--- src/core/cecwv_consts.vh ---
// Constants shared by the waveform check and transmit start block.
`ifndef CECWV_CONSTS_VH
`define CECWV_CONSTS_VH
`define CECWV_OFS_RXWAV 8'h00
`define CECWV_OFS_TXSTART 8'h04
`define CECWV_OFS_TXBUF 8'h08
`define CECWV_OFS_TXTIME 8'h0C
`define CECWV_OFS_RXEN 8'h10
`define CECWV_OFS_IRQ_STAT 8'h14
`define CECWV_OFS_IRQ_MASK 8'h18
`define CECWV_BIT_WAVEN 0
`define CECWV_POS_ONE_EARLY 8
`define CECWV_POS_ONE_LATE 12
`define CECWV_POS_ZERO_EARLY 16
`define CECWV_POS_ZERO_LATE 20
`define CECWV_BIT_TXSTART 0
`define CECWV_BIT_TXBUSY 1
`define CECWV_BIT_EOM 8
`define CECWV_BASE_ONE_EARLY 8'h0D
`define CECWV_BASE_ONE_LATE 8'h1A
`define CECWV_BASE_ZERO_EARLY 8'h2B
`define CECWV_BASE_ZERO_LATE 8'h38
`define CECWV_TX_ONE_RISE 8'h14
`define CECWV_TX_ZERO_RISE 8'h31
`define CECWV_TX_BIT_PERIOD 8'h4B
`define CECWV_TX_START_RISE 8'h79
`define CECWV_TX_START_PERIOD 8'h93
`define CECWV_IRQ_TXDONE 0
`define CECWV_IRQ_RXERR 1
`define CECWV_IRQ_TXERR 2
`define CECWV_RST_ZERO 32'h00000000
`endif

--- src/core/cecwv_sync.v ---
// Two-stage synchroniser with a registered falling and rising edge detector.
`timescale 1ns/100ps
module cecwv_sync (
  input wire mclk,
  input wire rst_n,
  input wire din,
  output reg dout,
  output reg fall,
  output reg rise
);
  reg meta_reg;
  reg stage_reg;
  always @(posedge mclk) begin
    if (!rst_n) begin
      meta_reg <= 1'b1;
      stage_reg <= 1'b1;
      dout <= 1'b1;
      fall <= 1'b0;
      rise <= 1'b0;
    end else begin
      meta_reg <= din;
      stage_reg <= meta_reg;
      dout <= stage_reg;
      fall <= dout & ~stage_reg;
      rise <= ~dout & stage_reg;
    end
  end
endmodule

--- src/core/cecwv_top.v ---
// Receive waveform checker, transmit buffer and transmit start logic with a Wishbone slave.
`timescale 1ns/100ps
`include "cecwv_consts.vh"
module cecwv_top #(
  parameter CNT_W = 8
) (
  input wire mclk,
  input wire rst_n,
  input wire fs_tick,
  input wire cec_in,
  output reg cec_out,
  output reg cec_oe,
  input wire wb_cyc_i,
  input wire wb_stb_i,
  input wire wb_we_i,
  input wire [7:0] wb_adr_i,
  input wire [3:0] wb_sel_i,
  input wire [31:0] wb_dat_i,
  output reg [31:0] wb_dat_o,
  output reg wb_ack_o,
  output reg irq
);
  // ************************************************
  // Registers and bus slave
  // ************************************************
  localparam TX_IDLE = 2'b00;
  localparam TX_START = 2'b01;
  localparam TX_BIT = 2'b10;
  reg waveform_check_enable;
  reg [2:0] one_early_limit;
  reg [2:0] one_late_limit;
  reg [2:0] zero_early_limit;
  reg [2:0] zero_late_limit;
  reg tx_start_control;
  reg tx_in_progress;
  reg [7:0] tx_data_byte;
  reg tx_end_of_message;
  reg [31:0] tx_timing_control;
  reg rx_enable_control;
  reg [2:0] irq_stat_reg;
  reg [2:0] irq_mask_reg;
  reg [2:0] irq_set;
  wire wb_req;
  wire wb_commit;
  wire wb_wr;
  wire hit_txstart;
  wire hit_irqstat;
  wire line_lvl;
  wire line_fall;
  wire line_rise;
  reg [31:0] rd_word;
  // Ack is registered, so a request stands for two edges; writes land only at the second, where the master
  // samples ack, and are never applied twice.
  assign wb_req = wb_cyc_i & wb_stb_i & ~wb_ack_o;
  assign wb_commit = wb_cyc_i & wb_stb_i & wb_ack_o & wb_we_i;
  assign wb_wr = wb_commit & wb_sel_i[0];
  assign hit_txstart = wb_adr_i == `CECWV_OFS_TXSTART;
  assign hit_irqstat = wb_adr_i == `CECWV_OFS_IRQ_STAT;
  // ************************************************
  // Line synchroniser
  // ************************************************
  // Both edges pass the same chain of flops, so measured low times carry no skew from it.
  cecwv_sync u_sync (
    .mclk(mclk),
    .rst_n(rst_n),
    .din(cec_in),
    .dout(line_lvl),
    .fall(line_fall),
    .rise(line_rise)
  );
  // ************************************************
  // Limit arithmetic
  // ************************************************
  function [7:0] lim_add;
    input [7:0] base;
    input [2:0] code;
    begin
      lim_add = base + {5'h00, code};
    end
  endfunction
  function [7:0] lim_sub;
    input [7:0] base;
    input [2:0] code;
    begin
      lim_sub = base - {5'h00, code};
    end
  endfunction
  // ************************************************
  // Read data
  // ************************************************
  // Reads have no side effects, so the mux may be sampled on any request edge.
  // Unmapped offsets read zero and writes to them are dropped.
  always @* begin
    rd_word = `CECWV_RST_ZERO;
    case (wb_adr_i)
      `CECWV_OFS_RXWAV: rd_word = {9'h000, zero_late_limit, 1'b0, zero_early_limit, 1'b0, one_late_limit, 1'b0,
        one_early_limit, 7'h00, waveform_check_enable};
      `CECWV_OFS_TXSTART: rd_word = {30'h00000000, tx_in_progress, 1'b0};
      `CECWV_OFS_TXBUF: rd_word = {23'h000000, tx_end_of_message, tx_data_byte};
      `CECWV_OFS_TXTIME: rd_word = tx_timing_control;
      `CECWV_OFS_RXEN: rd_word = {31'h00000000, rx_enable_control};
      `CECWV_OFS_IRQ_STAT: rd_word = {29'h00000000, irq_stat_reg};
      `CECWV_OFS_IRQ_MASK: rd_word = {29'h00000000, irq_mask_reg};
      default: rd_word = `CECWV_RST_ZERO;
    endcase
  end
  // ************************************************
  // Register writes
  // ************************************************
  // Software is expected to stop reception before changing limits, so no shadowing is done.
  always @(posedge mclk) begin
    if (!rst_n) begin
      wb_ack_o <= 1'b0;
      wb_dat_o <= `CECWV_RST_ZERO;
      waveform_check_enable <= 1'b0;
      one_early_limit <= 3'h0;
      one_late_limit <= 3'h0;
      zero_early_limit <= 3'h0;
      zero_late_limit <= 3'h0;
      tx_data_byte <= 8'h00;
      tx_end_of_message <= 1'b0;
      tx_timing_control <= `CECWV_RST_ZERO;
      rx_enable_control <= 1'b0;
      irq_mask_reg <= 3'h0;
    end else begin
      wb_ack_o <= wb_req;
      if (wb_req) begin
        wb_dat_o <= rd_word;
      end
      if (wb_commit) begin
        case (wb_adr_i)
          `CECWV_OFS_RXWAV: begin
            if (wb_sel_i[0]) waveform_check_enable <= wb_dat_i[`CECWV_BIT_WAVEN];
            if (wb_sel_i[1]) begin
              one_early_limit <= wb_dat_i[`CECWV_POS_ONE_EARLY +: 3];
              one_late_limit <= wb_dat_i[`CECWV_POS_ONE_LATE +: 3];
            end
            if (wb_sel_i[2]) begin
              zero_early_limit <= wb_dat_i[`CECWV_POS_ZERO_EARLY +: 3];
              zero_late_limit <= wb_dat_i[`CECWV_POS_ZERO_LATE +: 3];
            end
          end
          `CECWV_OFS_TXBUF: begin
            if (wb_sel_i[0]) tx_data_byte <= wb_dat_i[7:0];
            if (wb_sel_i[1]) tx_end_of_message <= wb_dat_i[`CECWV_BIT_EOM];
          end
          `CECWV_OFS_TXTIME: tx_timing_control <= wb_dat_i;
          `CECWV_OFS_RXEN: if (wb_sel_i[0]) rx_enable_control <= wb_dat_i[0];
          `CECWV_OFS_IRQ_MASK: if (wb_sel_i[0]) irq_mask_reg <= wb_dat_i[2:0];
          default: ;
        endcase
      end
    end
  end
  // ************************************************
  // Receive waveform check
  // ************************************************
  reg [CNT_W-1:0] rx_cnt_reg;
  reg rx_low_reg;
  wire [7:0] one_early_cyc;
  wire [7:0] one_late_cyc;
  wire [7:0] zero_early_cyc;
  wire [7:0] zero_late_cyc;
  wire chk_on;
  wire [7:0] rx_cnt8;
  assign one_early_cyc = lim_sub(`CECWV_BASE_ONE_EARLY, one_early_limit);
  assign one_late_cyc = lim_add(`CECWV_BASE_ONE_LATE, one_late_limit);
  assign zero_early_cyc = lim_sub(`CECWV_BASE_ZERO_EARLY, zero_early_limit);
  assign zero_late_cyc = lim_add(`CECWV_BASE_ZERO_LATE, zero_late_limit);
  assign chk_on = waveform_check_enable & rx_enable_control & ~tx_in_progress;
  assign rx_cnt8 = rx_cnt_reg[7:0];
  // ************************************************
  // Error decode
  // ************************************************
  wire err_early;
  wire err_gap;
  wire err_late;
  wire rx_err;
  // Each check needs an open low period, so one received bit raises at most one error.
  assign err_early = line_rise && rx_cnt8 < one_early_cyc;
  assign err_gap = line_rise && rx_cnt8 > one_late_cyc && rx_cnt8 < zero_early_cyc;
  assign err_late = !line_rise && rx_cnt8 == zero_late_cyc;
  assign rx_err = chk_on && rx_low_reg && (err_early || err_gap || err_late);
  // ************************************************
  // Low time counter
  // ************************************************
  // The counter saturates so a stuck-low line reports once, not every wrap.
  always @(posedge mclk) begin
    if (!rst_n) begin
      rx_cnt_reg <= {CNT_W{1'b0}};
      rx_low_reg <= 1'b0;
    end else if (line_fall) begin
      rx_cnt_reg <= {CNT_W{1'b0}};
      rx_low_reg <= 1'b1;
    end else if (line_rise || rx_err) begin
      rx_low_reg <= 1'b0;
    end else if (rx_low_reg && fs_tick && rx_cnt_reg != {CNT_W{1'b1}}) begin
      rx_cnt_reg <= rx_cnt_reg + 1'b1;
    end
  end
  // ************************************************
  // Transmitter
  // ************************************************
  reg [1:0] tx_state;
  reg [7:0] tx_cnt_reg;
  reg [8:0] tx_shift_reg;
  reg [3:0] tx_bits_reg;
  reg tx_done;
  reg tx_abort;
  wire tx_go;
  wire tx_stop;
  wire [7:0] tx_rise;
  // A start write is honoured only from idle; a busy transmitter ignores it.
  assign tx_go = wb_wr && hit_txstart && wb_dat_i[`CECWV_BIT_TXSTART];
  assign tx_stop = wb_wr && hit_txstart && !wb_dat_i[`CECWV_BIT_TXSTART];
  assign tx_rise = tx_shift_reg[8] ? `CECWV_TX_ONE_RISE : `CECWV_TX_ZERO_RISE;
  // ************************************************
  // Bit sequencer
  // ************************************************
  always @(posedge mclk) begin
    if (!rst_n) begin
      tx_state <= TX_IDLE;
      tx_cnt_reg <= 8'h00;
      tx_shift_reg <= 9'h000;
      tx_bits_reg <= 4'h0;
      tx_start_control <= 1'b0;
      tx_in_progress <= 1'b0;
      tx_done <= 1'b0;
      tx_abort <= 1'b0;
      cec_out <= 1'b1;
      cec_oe <= 1'b0;
    end else begin
      tx_done <= 1'b0;
      tx_abort <= 1'b0;
      // The control bit gates the sequencer; a stop write releases the line at once.
      if (tx_stop || (tx_state != TX_IDLE && !tx_start_control)) begin
        tx_start_control <= 1'b0;
        tx_state <= TX_IDLE;
        tx_in_progress <= 1'b0;
        cec_oe <= 1'b0;
      end else begin
        case (tx_state)
          TX_IDLE: begin
            if (tx_go) begin
              tx_start_control <= 1'b1;
              tx_in_progress <= 1'b1;
              tx_shift_reg <= {tx_data_byte, tx_end_of_message};
              tx_bits_reg <= 4'h9;
              tx_cnt_reg <= 8'h00;
              tx_state <= TX_START;
              cec_oe <= 1'b1;
              cec_out <= 1'b0;
            end
          end
          TX_START: begin
            // Our own pull-down needs a few ticks to come back through the synchroniser; a high line
            // after that means the pin is not following the drive.
            if (cec_oe && !cec_out && line_lvl && tx_cnt_reg > 8'h02 && !tx_abort) begin
              tx_abort <= 1'b1;
            end else if (fs_tick) begin
              tx_cnt_reg <= tx_cnt_reg + 8'h01;
              if (tx_cnt_reg == `CECWV_TX_START_RISE) cec_oe <= 1'b0;
              if (tx_cnt_reg == `CECWV_TX_START_PERIOD) begin
                tx_cnt_reg <= 8'h00;
                tx_state <= TX_BIT;
                cec_oe <= 1'b1;
              end
            end
          end
          TX_BIT: begin
            if (fs_tick) begin
              tx_cnt_reg <= tx_cnt_reg + 8'h01;
              if (tx_cnt_reg == tx_rise) cec_oe <= 1'b0;
              if (tx_cnt_reg == `CECWV_TX_BIT_PERIOD) begin
                tx_cnt_reg <= 8'h00;
                tx_shift_reg <= {tx_shift_reg[7:0], 1'b0};
                tx_bits_reg <= tx_bits_reg - 4'h1;
                if (tx_bits_reg == 4'h1) begin
                  tx_done <= 1'b1;
                  tx_state <= TX_IDLE;
                end else begin
                  cec_oe <= 1'b1;
                end
              end
            end
          end
          default: tx_state <= TX_IDLE;
        endcase
        if (tx_done || tx_abort) begin
          tx_start_control <= 1'b0;
          tx_in_progress <= 1'b0;
          tx_state <= TX_IDLE;
          cec_oe <= 1'b0;
        end
      end
    end
  end
  // ************************************************
  // Interrupts
  // ************************************************
  always @* begin
    irq_set = 3'h0;
    irq_set[`CECWV_IRQ_TXDONE] = tx_done;
    irq_set[`CECWV_IRQ_RXERR] = rx_err;
    irq_set[`CECWV_IRQ_TXERR] = tx_abort;
  end
  // ************************************************
  // Status and output
  // ************************************************
  // A set in the same cycle as a write-one clear wins, so no event is lost.
  // The output lags status by one edge so that it comes straight from a flop.
  always @(posedge mclk) begin
    if (!rst_n) begin
      irq_stat_reg <= 3'h0;
      irq <= 1'b0;
    end else begin
      if (wb_wr && hit_irqstat) begin
        irq_stat_reg <= (irq_stat_reg & ~wb_dat_i[2:0]) | irq_set;
      end else begin
        irq_stat_reg <= irq_stat_reg | irq_set;
      end
      irq <= |(irq_stat_reg & irq_mask_reg);
    end
  end
endmodule
--- config.mk ---
export PLATFORM = sky130hd
export DESIGN_NAME = cecwv_top
export DESIGN_NICKNAME = d
export VERILOG_FILES = /design/src/core/cecwv_sync.v /design/src/core/cecwv_top.v
export VERILOG_INCLUDE_DIRS = /design/src /design/src/core
export SDC_FILE = /design/constraint.sdc
export NUM_CORES = 1
export LEC_CHECK = 0
export ABC_AREA = 1
export BUFFER_PORTS_ARGS = -buffer_cell sky130_fd_sc_hd__buf_2
export CAP_MARGIN = 0
export CORE_MARGIN = 3
export CORE_UTILIZATION = 45
export CTS_CLUSTER_DIAMETER = 200
export CTS_CLUSTER_SIZE = 12
export DETAILED_ROUTE_END_ITERATION = 8
export GPL_ROUTABILITY_DRIVEN = 0
export GPL_TIMING_DRIVEN = 0
export PLACE_DENSITY_LB_ADDON = 0.25
export SYNTH_ARGS = -nofsm -noshare
export SYNTH_HDL_FRONTEND = slang
export SYNTH_HIERARCHICAL = 1
export SYNTH_SLANG_ARGS = --single-unit
--- constraint.sdc ---
create_clock -name mclk -period 2.78 [get_ports mclk]
set_clock_uncertainty 0.2 [all_clocks]
set_input_delay 0.695 -clock mclk [delete_from_list [all_inputs] [get_ports mclk]]
set_output_delay 0.695 -clock mclk [all_outputs]
set_load 0.02 [all_outputs]
==> results.json <==
{
  "status": "complete, no violations",
  "arrival_ns": 2.70,
  "synth_cell_types": 45,
  "comb_power_share_pct": 19.1,
  "regArea_sq_um": 2740,
  "layout.cells.non_filler": 1184,
  "dr.pass1.iters": 5,
  "drive_above_1_share_pct": 15.7,
  "worst_slack_ns": 0.202,
  "multi_input_area_sq_um": 3100,
  "slowest_stage": "dfxtp_1",
  "holdPathStages": 2,
  "cp.required_ns": 2.90,
  "crit_path_cell_trace": "ha_1, inv_1, ha_1, o21ai_0, a21oi_1, nand4_1, nand2_1, nand2_1, nand2_1, nand2_1, nand2_2, buf_6, nand4_1, nand2_1, nor2_1",
  "min_period_over_period_pct": 92.7,
  "post-route-util_pct": 55.4,
  "holdCritStartpoint": "u_sync/meta_reg",
  "clock.fmax_ghz": 0.388,
  "critical_path_class": "reg -> reg",
  "r2r_end": "rx_cnt8[1]",
  "grt_max_degree": 17,
  "r2r-start": "one_late_limit[1]",
  "start_kind": "flop",
  "drt_iter0_markers": 481,
  "antenna_found_initial": 0,
  "cts_tree": "yes",
  "synth_warnings": 6,
  "syn_to_final_growth_pct": 20.0,
  "syn_avg_cell_area_sq_um": 7.26,
  "mostFrequentLayoutCells": "181 x nand2_1, 137 x dfxtp_1, 101 x inv_1",
  "portBuffers": 85,
  "post-place-cells": 1152,
  "rows": 43,
  "grt_pass1_vias": 5785,
  "synth_ff_type": "dfxtp_1",
  "post_cts_buffers": 0,
  "grt_pass1_wl_mm": 29.1,
  "dr_total_vias": 6250,
  "rsz0062_at_grt": "false",
  "diodes": 0,
  "final_common_cell": "nand2_1",
  "fin_nets": 1065,
  "die_width_um": 126,
  "dieHeight_um": 126,
  "end_kind": "flop",
  "ys_seq_elements": 137,
  "grtUsageTotal_pct": 22.7,
  "dp_slack_ns": -0.0157,
  "ctsResizeCount": 0,
  "clockPowerShare_pct": 43.0,
  "cts_root_buf": "clkbuf_16",
  "worstMarginPinSlew_ns": 0.967,
  "cpPeakStageDelay_ns": 0.46,
  "ys_async_sr_fraction_pct": 0,
  "p_per_area_nw_per_um2": 743,
  "cts_hold_buf": 0,
  "synth_nets": 961,
  "cts_buffers": 17,
  "power.leakage_nw": 3.27,
  "hold_viol_final": 0,
  "sequentialPowerShare_pct": 37.9,
  "slew_headroom_pct": 34.9,
  "rr_worst_depth": 15,
  "ir_worst_vdd_mv": 0.501,
  "io_pins": 87,
  "swShare_pct": 30.6,
  "cts.sink_count": 137,
  "p_int_w": 0.00398,
  "dp_hpwl_mm": 13.1,
  "ys_seq_area_share_pct": 42.6,
  "fillerInstances": 1311,
  "syn_inst": 887,
  "switchingPower_w": 0.00176,
  "min_to": "u_sync/stage_reg",
  "floorplan.initialDensity_pct": 46.2,
  "syn-cell-area_sq_um": 6440,
  "htreeDepth": 4,
  "drc": 0,
  "regToRegSetupSlack_ns": 0.20,
  "cts_max_path_buffers": 2,
  "maxCapViolCount": 0,
  "cpMostUsedCell": "nand2_1",
  "finalSetupViolations": 0,
  "grt.overflow.total": 0,
  "path_max_fanout": 10,
  "clock_latency_ns": 0.43,
  "core_area_sq_um": 13900,
  "routed_wl_mm": 17.8,
  "ant_nets": 0,
  "clkTransAtPathRegs_ns": 0.06,
  "hp-class": "reg -> reg",
  "layout_min_cycle_time_ns": 2.58,
  "die_area_sq_um": 15800,
  "synth-edff-count": 0,
  "slew_viol_final": 0,
  "post_drt_via_cell_ratio": 5.28,
  "post_drt_wl_per_cell_um": 15.0,
  "finalPower_w": 0.00574
}
-- cells by family after synthesis --
kind of cell             synth area share, %
AND/OR/NAND/NOR                         23.8
AO/OA/AOI/OAI                           19.2
buffers and inverters                   9.31
flip-flops                              42.6
adder cells (fa/ha/maj)                 4.47
XOR/XNOR                               0.544
-- worst max-delay path, delay by kind of cell (launching register included) --
kind	cells	cell delay, ns
AOI/OAI and AO/OA	2	0.25
adders and majority gates	2	0.57
buffers and inverters	2	0.25
DFF	1	0.46
and+or+nand+nor	9	0.72
-- metal layers --
metal  part of all wire, %  vias to the layer above  GRT usage [%]
met4                   1.5                        0           7.97
met1                    48                     2844           32.2
met2                    43                      233           33.5
met3                   7.3                       23           5.64
li1                      -                     3150              -
met5                     0                        -              0
-- synth_stat cells, types with 2 or more instances --
| library cell | n | area, sq um |
|---|---|---|
| clkbuf_1 | 22 | 82.6 |
| dfxtp_1 | 137 | 2740 |
| o21ai_0 | 95 | 475 |
| a21oi_1 | 88 | 440 |
| a311oi_1 | 2 | 17.5 |
| ha_1 | 23 | 288 |
| nand4_1 | 13 | 81.3 |
| nor2_1 | 84 | 315 |
| nand3_2 | 5 | 50.1 |
| nor2_2 | 5 | 31.3 |
| a22o_1 | 4 | 35.0 |
| o22ai_1 | 3 | 18.8 |
| nor2_4 | 3 | 33.8 |
| nand2_2 | 2 | 12.5 |
| a31oi_1 | 10 | 62.6 |
| nand3_1 | 32 | 160 |
| nor3_1 | 14 | 70.1 |
| buf_1 | 2 | 7.51 |
| nand2_1 | 181 | 679 |
| buf_4 | 3 | 22.5 |
| inv_2 | 7 | 26.3 |
| a211oi_1 | 8 | 60.1 |
| buf_6 | 3 | 33.8 |
| buf_2 | 7 | 35.0 |
| o2111ai_1 | 3 | 26.3 |
| inv_1 | 101 | 379 |
| nor4_1 | 5 | 31.3 |
| o21ai_1 | 3 | 15.0 |
| a32o_1 | 3 | 30.0 |
| xor2_1 | 3 | 26.3 |
| o211ai_1 | 2 | 15.0 |
-- power groups by stage --
stage / Combinational (W) / Sequential, W / Clock (W)
floorplan: 0.000790 / 0.00222 / 0
global placement: 0.00107 / 0.00222 / 0
detailed placement: 0.00108 / 0.00222 / 0
CTS: 0.00109 / 0.00218 / 0.00250
global route: 0.00126 / 0.00220 / 0.00258
finish: 0.00110 / 0.00218 / 0.00247
-- final cells by class --
type                       instances  share of cell area, %
multi-input combinational        603                   40.1
tap                              180                   2.92
sequential                       137                   35.5
buffer                            37                   2.35
clock buffer                      18                   5.56
timing repair buffer              85                   5.51
inverter                         110                   5.41
clock inverter                    14                   2.69
-- worst max path at each step --
stage	start	to	slack [ns]	depth (start not counted)
finish	one_late_limit[1]	rx_cnt8[1]	0.20	15
global route	one_late_limit[1]	rx_cnt8[1]	0.004	16
CTS	one_late_limit[1]	rx_cnt8[1]	0.22	15
detailed placement	wb_adr_i[7]	tx_timing_control[17]	-0.02	10
global placement	wb_adr_i[6]	wb_dat_o[25]	0.007	10
floorplan	wb_cyc_i	tx_cnt_reg[1]	0.53	13
-- metrics by stage --
step	instance area (sq um)	hold slack, ns	setup TNS, ns
2_1_floorplan	6440	0.180	0
3_3_place_gp	7090	0.192	0
3_5_place_dp	7090	0.191	-0.0174
4_1_cts	7720	0.212	0
5_1_grt	7720	0.261	0
6_report	7720	0.214	0
Note: power is estimated with default switching activity, not from simulation.
